[src/core/bkls_pkg.sv]
// Package for the low-selection buck control register slice
package bkls_pkg;
    // --------------------------------------------------
    // Register offsets
    // --------------------------------------------------
    localparam logic [7:0] ADDR_LOW_SEL = 8'h11;
    localparam logic [7:0] ADDR_MODE = 8'h14;
    localparam logic [7:0] ADDR_PEAK = 8'h16;
    // --------------------------------------------------
    // Reset values and field positions
    // --------------------------------------------------
    localparam logic [7:0] RST_LOW_SEL = 8'hBF;
    localparam logic [1:0] RST_MODE = 2'h0;
    localparam logic [1:0] RST_PEAK = 2'h3;
    localparam int ENABLE_BIT = 7;
    localparam int LOW_PWM_BIT = 7;
    localparam int HIGH_PWM_BIT = 6;
    localparam logic [6:0] CODE_MIN = 7'h0F;
    localparam logic [7:0] RSVD_READ = 8'h00;
    // Register access request
    typedef struct packed {
        logic wrEn;
        logic rdEn;
        logic [7:0] addr;
        logic [7:0] wdata;
    } bkls_req_s;
    // Settings handed to the analog core
    typedef struct packed {
        logic convEnable;
        logic [6:0] voltageCode;
        logic [1:0] bankCode;
        logic forcedPwm;
        logic [1:0] peakLimitCode;
    } bkls_core_s;
endpackage : bkls_pkg

[src/core/bkls_regs.sv]
// Low-selection enable, voltage, mode and peak-limit register slice
`timescale 1ns/1ps
module bkls_regs
    import bkls_pkg::*;
(
    input wire logic clk,
    input wire logic srst,
    input wire bkls_req_s req,
    input wire logic enablePin,
    input wire logic voltageSelectPin,
    input wire logic highSelectEnableGate,
    input wire logic [6:0] highSelectVoltageCode,
    input wire logic [1:0] lowBankCode,
    input wire logic [1:0] highBankCode,
    output logic [7:0] rdata,
    output logic rdValid,
    output bkls_core_s coreCfg
);
    // --------------------------------------------------
    // Register state
    // --------------------------------------------------
    logic [7:0] lowSel_r, lowSel_nxt;
    logic [1:0] mode_r, mode_nxt;
    logic [1:0] peak_r, peak_nxt;
    logic [7:0] rdata_r, rdata_nxt;
    logic rdValid_r, rdValid_nxt;
    bkls_core_s core_r, core_nxt;

    // --------------------------------------------------
    // Address decode and read path
    // --------------------------------------------------
    // True for the low-selection enable and voltage offset
    function automatic logic isLowSel(input logic [7:0] a);
        return a == ADDR_LOW_SEL;
    endfunction : isLowSel

    // True for the operating mode offset
    function automatic logic isMode(input logic [7:0] a);
        return a == ADDR_MODE;
    endfunction : isMode

    // True for the peak-limit offset
    function automatic logic isPeak(input logic [7:0] a);
        return a == ADDR_PEAK;
    endfunction : isPeak

    // True for any offset this slice answers
    function automatic logic isMapped(input logic [7:0] a);
        return isLowSel(a) || isMode(a) || isPeak(a);
    endfunction : isMapped

    // Read mux, reserved positions constant
    function automatic logic [7:0] readMux(input logic [7:0] a, input logic [7:0] ls,
                                           input logic [1:0] md, input logic [1:0] pk);
        case (a)
            ADDR_LOW_SEL: readMux = ls;
            ADDR_MODE: readMux = {md, RSVD_READ[5:0]};
            ADDR_PEAK: readMux = {pk, RSVD_READ[5:0]};
            default: readMux = RSVD_READ;
        endcase
    endfunction : readMux

    // --------------------------------------------------
    // Next-state logic
    // --------------------------------------------------
    // Next-state for registers and outputs
    always_comb begin
        lowSel_nxt = lowSel_r;
        mode_nxt = mode_r;
        peak_nxt = peak_r;
        // Writes never depend on enable pin
        if (req.wrEn) begin
            case (req.addr)
                ADDR_LOW_SEL: lowSel_nxt = req.wdata;
                ADDR_MODE: mode_nxt = req.wdata[7:6];
                ADDR_PEAK: peak_nxt = req.wdata[7:6];
                default: lowSel_nxt = lowSel_r;
            endcase
        end
        rdValid_nxt = req.rdEn;
        rdata_nxt = req.rdEn ? readMux(req.addr, lowSel_r, mode_r, peak_r) : rdata_r;
        // Core settings except peak limit follow select pin
        if (!voltageSelectPin) begin
            core_nxt.convEnable = enablePin & lowSel_r[ENABLE_BIT];
            core_nxt.voltageCode = lowSel_r[6:0];
            core_nxt.bankCode = lowBankCode;
            core_nxt.forcedPwm = mode_r[LOW_PWM_BIT - 6];
        end else begin
            core_nxt.convEnable = enablePin & highSelectEnableGate;
            core_nxt.voltageCode = highSelectVoltageCode;
            core_nxt.bankCode = highBankCode;
            core_nxt.forcedPwm = mode_r[HIGH_PWM_BIT - 6];
        end
        core_nxt.peakLimitCode = peak_r;
    end

    // --------------------------------------------------
    // State registers
    // --------------------------------------------------
    // Register update
    always_ff @(posedge clk) begin
        if (srst) begin
            lowSel_r <= RST_LOW_SEL;
            mode_r <= RST_MODE;
            peak_r <= RST_PEAK;
            rdata_r <= 8'h00;
            rdValid_r <= 1'b0;
            core_r <= '0;
        end else begin
            lowSel_r <= lowSel_nxt;
            mode_r <= mode_nxt;
            peak_r <= peak_nxt;
            rdata_r <= rdata_nxt;
            rdValid_r <= rdValid_nxt;
            core_r <= core_nxt;
        end
    end

    // --------------------------------------------------
    // Outputs
    // --------------------------------------------------
    // Every output straight from its flop
    assign rdata = rdata_r;
    assign rdValid = rdValid_r;
    assign coreCfg = core_r;

    // --------------------------------------------------
    // Assertions
    // --------------------------------------------------
    a_low_enable_gate: assert property (@(posedge clk) disable iff (srst)
        !voltageSelectPin |=> coreCfg.convEnable == ($past(enablePin) & $past(lowSel_r[7])))
        else $error("low enable gate wrong");
    a_high_enable_gate: assert property (@(posedge clk) disable iff (srst)
        voltageSelectPin |=> coreCfg.convEnable == ($past(enablePin) & $past(highSelectEnableGate)))
        else $error("high enable gate wrong");
    a_low_code_out: assert property (@(posedge clk) disable iff (srst)
        (req.wrEn && req.addr == ADDR_LOW_SEL && !voltageSelectPin) ##1 !voltageSelectPin
        |=> coreCfg.voltageCode == $past(req.wdata[6:0], 2))
        else $error("low code not applied");
    a_low_bank_out: assert property (@(posedge clk) disable iff (srst)
        !voltageSelectPin |=> coreCfg.bankCode == $past(lowBankCode))
        else $error("low bank not applied");
    a_low_mode_sel: assert property (@(posedge clk) disable iff (srst)
        !voltageSelectPin |=> coreCfg.forcedPwm == $past(mode_r[1]))
        else $error("low mode bit wrong");
    a_high_mode_sel: assert property (@(posedge clk) disable iff (srst)
        voltageSelectPin |=> coreCfg.forcedPwm == $past(mode_r[0]))
        else $error("high mode bit wrong");
    a_mode_reset: assert property (@(posedge clk)
        srst |=> mode_r == 2'h0)
        else $error("mode not reset to auto");
    a_peak_reset: assert property (@(posedge clk)
        srst ##1 !srst |=> coreCfg.peakLimitCode == 2'h3)
        else $error("peak code reset wrong");
    a_rsvd_read: assert property (@(posedge clk) disable iff (srst)
        (req.rdEn && (req.addr == ADDR_MODE || req.addr == ADDR_PEAK)) |=> rdata[5:0] == 6'h00)
        else $error("reserved bits not zero");
    a_write_when_off: assert property (@(posedge clk) disable iff (srst)
        (req.wrEn && req.addr == ADDR_PEAK && !enablePin) |=> peak_r == $past(req.wdata[7:6]))
        else $error("write lost while off");

    // --------------------------------------------------
    // Read path, write, retention, output and reset assertions and covers
    // --------------------------------------------------
    a_read_valid_pulse: assert property (@(posedge clk) disable iff (srst)
        req.rdEn |=> rdValid)
        else $error("read valid missing");
    a_no_read_valid: assert property (@(posedge clk) disable iff (srst)
        !req.rdEn |=> !rdValid)
        else $error("read valid without read");
    a_low_sel_read: assert property (@(posedge clk) disable iff (srst)
        (req.rdEn && isLowSel(req.addr)) |=> rdata == $past(lowSel_r))
        else $error("low select read wrong");
    a_unmapped_read: assert property (@(posedge clk) disable iff (srst)
        (req.rdEn && !isMapped(req.addr)) |=> rdata == RSVD_READ)
        else $error("unmapped read not constant");
    a_rdata_hold: assert property (@(posedge clk) disable iff (srst)
        !req.rdEn |=> $stable(rdata))
        else $error("read data moved without read");
    a_low_sel_write: assert property (@(posedge clk) disable iff (srst)
        (req.wrEn && isLowSel(req.addr)) |=> lowSel_r == $past(req.wdata))
        else $error("low select write lost");
    a_low_sel_retain: assert property (@(posedge clk) disable iff (srst)
        !(req.wrEn && isLowSel(req.addr)) |=> lowSel_r == $past(lowSel_r))
        else $error("low select not retained");
    a_mode_write: assert property (@(posedge clk) disable iff (srst)
        (req.wrEn && isMode(req.addr)) |=> mode_r == $past(req.wdata[7:6]))
        else $error("mode write lost");
    a_mode_retain: assert property (@(posedge clk) disable iff (srst)
        !(req.wrEn && isMode(req.addr)) |=> mode_r == $past(mode_r))
        else $error("mode not retained");
    a_peak_retain: assert property (@(posedge clk) disable iff (srst)
        !(req.wrEn && isPeak(req.addr)) |=> peak_r == $past(peak_r))
        else $error("peak code not retained");
    a_peak_code_out: assert property (@(posedge clk) disable iff (srst)
        (req.wrEn && isPeak(req.addr)) |=> ##1 coreCfg.peakLimitCode == $past(req.wdata[7:6], 2))
        else $error("peak code not applied");
    a_high_bank_out: assert property (@(posedge clk) disable iff (srst)
        voltageSelectPin |=> coreCfg.bankCode == $past(highBankCode))
        else $error("high bank not applied");
    a_reset_outputs: assert property (@(posedge clk)
        srst |=> !rdValid && coreCfg == '0)
        else $error("outputs not cleared by reset");
    a_low_sel_reset: assert property (@(posedge clk)
        srst |=> lowSel_r == 8'hBF)
        else $error("low select reset value wrong");
    c_low_enabled: cover property (@(posedge clk) !voltageSelectPin ##1 coreCfg.convEnable);
    c_high_pwm: cover property (@(posedge clk) voltageSelectPin ##1 coreCfg.forcedPwm);
    c_peak_write: cover property (@(posedge clk) req.wrEn && req.addr == ADDR_PEAK);
    c_read_back: cover property (@(posedge clk) rdValid && rdata == RST_LOW_SEL);
    c_unmapped_read: cover property (@(posedge clk) req.rdEn && !isMapped(req.addr));
endmodule : bkls_regs

[config.mk]
export PLATFORM = sky130hd
export DESIGN_NAME = bkls_regs
export DESIGN_NICKNAME = d
export VERILOG_FILES = /design/src/core/bkls_pkg.sv /design/src/core/bkls_regs.sv
export SDC_FILE = /design/constraint.sdc
export NUM_CORES = 1
export LEC_CHECK = 0
export ABC_AREA = 1
export BUFFER_PORTS_ARGS = -buffer_cell sky130_fd_sc_hd__buf_2
export CORE_MARGIN = 4
export CORE_UTILIZATION = 52
export CTS_BUF_LIST = sky130_fd_sc_hd__clkbuf_4 sky130_fd_sc_hd__clkbuf_8
export CTS_CLUSTER_DIAMETER = 30
export DETAILED_ROUTE_END_ITERATION = 12
export PLACE_DENSITY = 0.87
export SLEW_MARGIN = 25
export SYNTH_ARGS = -nofsm -noshare
export SYNTH_HDL_FRONTEND = slang
export SYNTH_SLANG_ARGS = --single-unit
[constraint.sdc]
create_clock -name clk -period 2.4 [get_ports clk]
set_clock_uncertainty 0.1 [all_clocks]
set_input_delay 0.6 -clock clk [delete_from_list [all_inputs] [get_ports clk]]
set_output_delay 0.6 -clock clk [all_outputs]
set_load 0.05 [all_outputs]
==> impl_metrics.env, run 1 <==
export IMPL_clk_pin_slew_worst_paths_ps=100
export IMPL_max_freq_mhz=610.5
export IMPL_grt_pass1_vias=1067
export IMPL_critPathKind="flip-flop to output port"
export IMPL_grt_pass1_wl_mm=4.478
export IMPL_synthesis_area_sq_mm=0.001316
export IMPL_leakage_nw=0.8888
export IMPL_drc=0
export IMPL_crit_buf_inv=1
export IMPL_worstPathArrival_ps=940
export IMPL_grt_overflow_total=0
export IMPL_synth_top_area_share_pct=51.71
export IMPL_finalNonFillerCells=256
export IMPL_worstMarginPinSlew_ps=615.1
export IMPL_cp_start_kind="flip-flop"
export IMPL_firstDrtPassIters=4
export IMPL_whs_ps=351.8
export IMPL_synth_distinct_cells=20
export IMPL_ys_flop_type="dfxtp_1"
export IMPL_crit_path_top_delay_cell="dfxtp_1"
export IMPL_cts_tree="done"
export IMPL_final_setup_worst_slack_ps=761.9
export IMPL_grt_max_degree=27
export IMPL_setup_viol=0
export IMPL_rsz0062_at_grt="no"
export IMPL_vias=1250
export IMPL_core_area_sq_mm=0.002318
export IMPL_critPathCaptureType="output port"
export IMPL_antenna_cells=0
export IMPL_setup_tns_final_ps=0
export IMPL_start_util_pct=56.77
export IMPL_irDropWorstVdd_mv=0.6448
export IMPL_die_w_um=58.31
export IMPL_wl_per_cell_um=10.90
export IMPL_period_minus_slack_ps=1638
export IMPL_syn2layout_area_growth_pct=26.71
export IMPL_fin_nets=261
export IMPL_worstPathRequired_ps=1700
export IMPL_worst_path_largest_cell_delay_ps=340
export IMPL_finalHoldViolCount=0
export IMPL_drv_cap=0
export IMPL_insertion_delay_ps=320
export IMPL_antenna_found_initial=0
export IMPL_yosys_warnings=0
export IMPL_power_density_mw_per_mm2=652.4
export IMPL_hp_class="flip-flop to flip-flop"
export IMPL_period_share_pct=68.25
export IMPL_postCtsHoldBufs=0
export IMPL_syn_area_per_cell_sq_um=7.743
export IMPL_die_area_sq_mm=0.003400
export IMPL_cts_setup_buffers=0
export IMPL_synth_area_leaders="dfxtp_1 (52%), nand2_1 (8.3%), nor2_1 (7.4%)"
export IMPL_numPortBuffers=55
export IMPL_worst_path_max_fanout=2
export IMPL_crit_family="flip-flops"
export IMPL_io_pins=56
export IMPL_drtAntennaViolNets=0
export IMPL_fin_area_sq_mm=0.001668
export IMPL_numCtsBuffers=5
export IMPL_post_route_util_pct=71.94
export IMPL_hpwlAfterDp_mm=2.172
export IMPL_cts_root_buf="clkbuf_4"
export IMPL_synth_top_area_cell="dfxtp_1"
export IMPL_drtIter0Drc=43
export IMPL_synth_seq_cells=34
export IMPL_finalWirelength_mm=2.791
export IMPL_place_area_sq_mm=0.001604
export IMPL_drive_above_1_share_pct=32.02
export IMPL_htreeDepth=2
export IMPL_ys_seq_area_share_pct=51.71
export IMPL_synth_edff_count=0
export IMPL_num_rows=17
export IMPL_grt_use_total_pct=17.08
export IMPL_synth_nets=204
export IMPL_die_h_um=58.31
export IMPL_placed_cells=248
export IMPL_path_cells="buf_2"
export IMPL_synthTopCellsByCount="dfxtp_1 (34), nand2_1 (29), nor2_1 (26), o21ai_0 (19), nand3_1 (17)"
export IMPL_synthCells=170
export IMPL_cts_sinks=34
export IMPL_fin_total_pwr_mw=1.088
export IMPL_status="complete, no violations"
export IMPL_post_place_ws_ps=666.1
export IMPL_cts_repair_resized=0
export IMPL_gp_congestion=0.7936
export IMPL_synth_async_reset_ratio_pct=0
export IMPL_yosysMostFrequentCell="dfxtp_1"
export IMPL_vias_per_cell=4.883
export IMPL_relSlewSlack_pct=58.95
export IMPL_final_max_slew_viol_count=0
export IMPL_clock_path_buffers=2
final cells by class:
cell class | count | area, sq um
clock buffers | 7 | 58.81
flip-flops and latches | 34 | 680.7
well taps | 28 | 35.03
repair buffers | 55 | 275.3
fillers | 210 | 650.6
multi-input cells | 114 | 546.8
inverters | 17 | 66.31
clock inverters | 1 | 5.005
cells in the final DEF, fill, tap and decap left out, drive strengths merged:
cell type | netlist | final
buf | 2 | 55
dfxtp | 34 | 34
o211ai | 1 | 1
clkbuf | 3 | 7
a21oi | 13 | 13
nand4 | 1 | 1
nand2 | 32 | 32
inv | 16 | 16
o21ai | 20 | 20
nor2 | 30 | 30
clkinv | 1 | 2
nand3 | 17 | 17
kinds of logic after synthesis:
logic type / count (synthesis) / share of synthesized area, %
AO/OA/AOI/OAI: 34 / 13.12
buffers and inverters: 22 / 6.749
flip-flops: 34 / 51.71
AND/OR/NAND/NOR: 80 / 28.42
worst paths after layout:
| check | from | to | slack, ps | cells after the start |
|---|---|---|---|---|
| setup / recovery | rdata[4] | rdata[4] | 760 | 1 |
| hold / removal | peak_r[1] | coreCfg[1] | 350 | 2 |
| setup reg to reg | lowSel_r[7] | rdata[7] | 1480 | 4 |
| hold reg to reg | peak_r[1] | coreCfg[1] | 350 | 2 |
power breakdown:
| part | switching [mW] | leakage, nW | internal [mW] | total (mW) |
|---|---|---|---|---|
| clock network | 0.179 | 0.0387 | 0.153 | 0.332 |
| logic | 0.121 | 0.570 | 0.0463 | 0.167 |
| registers | 0.00558 | 0.280 | 0.584 | 0.589 |
routing by layer:
layer  vias to the layer above  wire length, um  global-route usage, %
met2                        48             1243                  26.63
li1                        664                -                      -
met4                         0               34                  4.967
met3                         5              300                  7.895
met1                       533             1212                  21.10
met5                         -                0                      0
sequential cells by signal, indices dropped and copies added, names as in the netlist:
signal / count
coreCfg: 13
lowSel_r: 8
mode_r: 2
peak_r: 2
rdValid: 1
rdata: 8
(Power assumes the default switching activity.)
==> run 2: changes to the inputs <==
--- a/config.mk
+++ b/config.mk
@@ -8,11 +8,11 @@
 export ABC_AREA = 1
 export BUFFER_PORTS_ARGS = -buffer_cell sky130_fd_sc_hd__buf_2
 export CORE_MARGIN = 4
-export CORE_UTILIZATION = 52
+export CORE_UTILIZATION = 44
 export CTS_BUF_LIST = sky130_fd_sc_hd__clkbuf_4 sky130_fd_sc_hd__clkbuf_8
 export CTS_CLUSTER_DIAMETER = 30
 export DETAILED_ROUTE_END_ITERATION = 12
-export PLACE_DENSITY = 0.87
+export PLACE_DENSITY = 0.79
 export SLEW_MARGIN = 25
 export SYNTH_ARGS = -nofsm -noshare
 export SYNTH_HDL_FRONTEND = slang
==> constraint.sdc (replaced) <==
create_clock -name clk -period 1.35 [get_ports clk]
set_clock_uncertainty 0.1 [all_clocks]
set_input_delay 0.3375 -clock clk [delete_from_list [all_inputs] [get_ports clk]]
set_output_delay 0.3375 -clock clk [all_outputs]
set_load 0.05 [all_outputs]
==> run 2 against run 1 <==
  * Combinational power increased by 99%
  * Hold slack got worse by 240 ps
  * Routed wire length grew 13%
  * Design area increased by 7.8%
  * Non-clock buffer count up 5
  * Register-to-register slack got worse by 1000 ps
  * Sequential power increased by 78%
  * Via count grew 3.4%
  * Critical endpoint is now rdata[2]
  * Largest power group unchanged
==> impl_metrics.env, run 2 (synthesized netlist as in run 1, its figures left out) <==
export IMPL_setup_tns_final_ps=0
export IMPL_postCtsHoldBufs=0
export IMPL_layout_cells_most_common="buf_2"
export IMPL_cp_start_kind="flip-flop"
export IMPL_max_freq_mhz=763.7
export IMPL_worst_path_max_fanout=2
export IMPL_cts_sinks=34
export IMPL_insertion_delay_ps=330
export IMPL_rsz0062_at_grt="no"
export IMPL_firstDrtPassIters=4
export IMPL_r2r_slack_ps=460
export IMPL_antenna_found_initial=0
export IMPL_drive_above_1_share_pct=33.77
export IMPL_numCtsBuffers=5
export IMPL_relSlewSlack_pct=82.03
export IMPL_place_area_sq_mm=0.001670
export IMPL_fin_total_pwr_mw=1.924
export IMPL_syn2layout_area_growth_pct=36.60
export IMPL_gp_congestion=0.7982
export IMPL_finalWirelength_mm=3.144
export IMPL_antenna_cells=0
export IMPL_grt_max_degree=27
export IMPL_numPortBuffers=55
export IMPL_fin_area_sq_mm=0.001798
export IMPL_grt_use_total_pct=16.76
export IMPL_use_met3_pct=4.496
export IMPL_grt_overflow_total=0
export IMPL_crit_path_top_delay_cell="dfxtp_1"
export IMPL_htreeDepth=2
export IMPL_irDropWorstVdd_mv=0.6341
export IMPL_drc=0
export IMPL_wl_per_cell_um=12.00
export IMPL_grt_pass1_vias=1256
export IMPL_vias_per_cell=4.935
export IMPL_min_path_cells=3
export IMPL_regArea_sq_um=683.2
export IMPL_met1_usage_pct=19.64
export IMPL_clk_pin_slew_worst_paths_ps=90
export IMPL_period_share_pct=96.99
export IMPL_cts_setup_buffers=0
export IMPL_core_area_sq_mm=0.002805
export IMPL_cts_tree="done"
export IMPL_worstPathArrival_ps=870
export IMPL_finalHoldViolCount=0
export IMPL_critPathCaptureType="output port"
export IMPL_num_rows=19
export IMPL_multi_input_area_sq_um=546.8
export IMPL_worstPathRequired_ps=910
export IMPL_crit_family="flip-flops"
export IMPL_regToRegEndpoint="rdata[7]"
export IMPL_reg2regPathDepth=4
export IMPL_vias=1293
export IMPL_final_cell_mix="buf_2 (33), dfxtp_1 (32), nand2_1 (29), nor2_1 (26), o21ai_0 (19)"
export IMPL_hp_start="req[1]"
export IMPL_period_minus_slack_ps=1309
export IMPL_status="complete, no violations"
export IMPL_final_max_slew_viol_count=0
export IMPL_finalNonFillerCells=262
export IMPL_gr_max_usage_layer="met2"
export IMPL_worstSetupPathDepth=1
export IMPL_critPathKind="flip-flop to output port"
export IMPL_start_util_pct=46.92
export IMPL_drtIter0Drc=63
export IMPL_fin_nets=266
export IMPL_r2r_start="lowSel_r[7]"
export IMPL_largest_reg_flops=13
export IMPL_drtAntennaViolNets=0
export IMPL_crit_buf_inv=1
export IMPL_die_w_um=62.70
export IMPL_worst_path_largest_cell_delay_ps=340
export IMPL_clock_path_buffers=2
export IMPL_placed_cells=256
export IMPL_hp_class="input pin to flip-flop"
export IMPL_hold_path_endpoint="lowSel_r[1]"
export IMPL_grt_pass1_wl_mm=5.271
export IMPL_fillers=269
export IMPL_die_h_um=62.70
export IMPL_worstMarginPinSlew_ps=268.6
export IMPL_setup_viol=0
export IMPL_cts_root_buf="clkbuf_4"
export IMPL_met2_usage_pct=27.70
export IMPL_power_density_mw_per_mm2=1070
export IMPL_path_cells="buf_4"
export IMPL_drv_cap=0
export IMPL_leakage_nw=0.9228
export IMPL_hpwlAfterDp_mm=2.275
export IMPL_die_area_sq_mm=0.003931
export IMPL_io_pins=56
[run 2: cell types whose count changed in the layout (fill, tap and decap cells not counted), sizes merged]
cell,previous run,this run
clkinv,2,1
clkbuf,7,16
buf,55,50
[run 2: timing repair]
action	CTS	global route
resized for setup	11	19
endpoints found under the hold margin	0	0
endpoints found under the setup margin	11	16
[run 2: power by group]
part           internal [mW]  leakage (nW)  switching [mW]
Sequential              1.04         0.281          0.0113
Combinational          0.112         0.612           0.221
Clock                  0.234        0.0302           0.307
Total                   1.38         0.923           0.539
[run 2: how the worst max path moves through the flow]
stage	start	to
floorplan	req[13]	lowSel_r[7]
global placement	req[10]	lowSel_r[0]
detailed placement	req[13]	rdata[7]
CTS	coreCfg[12]	coreCfg[12]
global route	coreCfg[5]	coreCfg[5]
finish	rdata[2]	rdata[2]
[run 2: area by class of cell]
type	count	area share, %
flip-flops and latches	34	38.00
well taps	31	2.157
multi-input cells	114	30.41
repair buffers	60	22.89
clock buffers	6	2.853
inverters	17	3.688
[run 2: stage by stage]
step	hold slack (ps)	setup WS [ps]	utilization, %
global route	113.0	1.453	64.09
floorplan	319.3	114.3	-
detailed placement	338.7	-24.58	59.55
global placement	337.2	3.939	59.55
finish	114.4	40.61	64.09
CTS	106.6	5.295	62.36
[run 2: layer usage]
layer,wire length [um],vias up
li1,-,670
met1,1317,559
met2,1505,58
met3,269,6
met4,52,0
met5,0,-
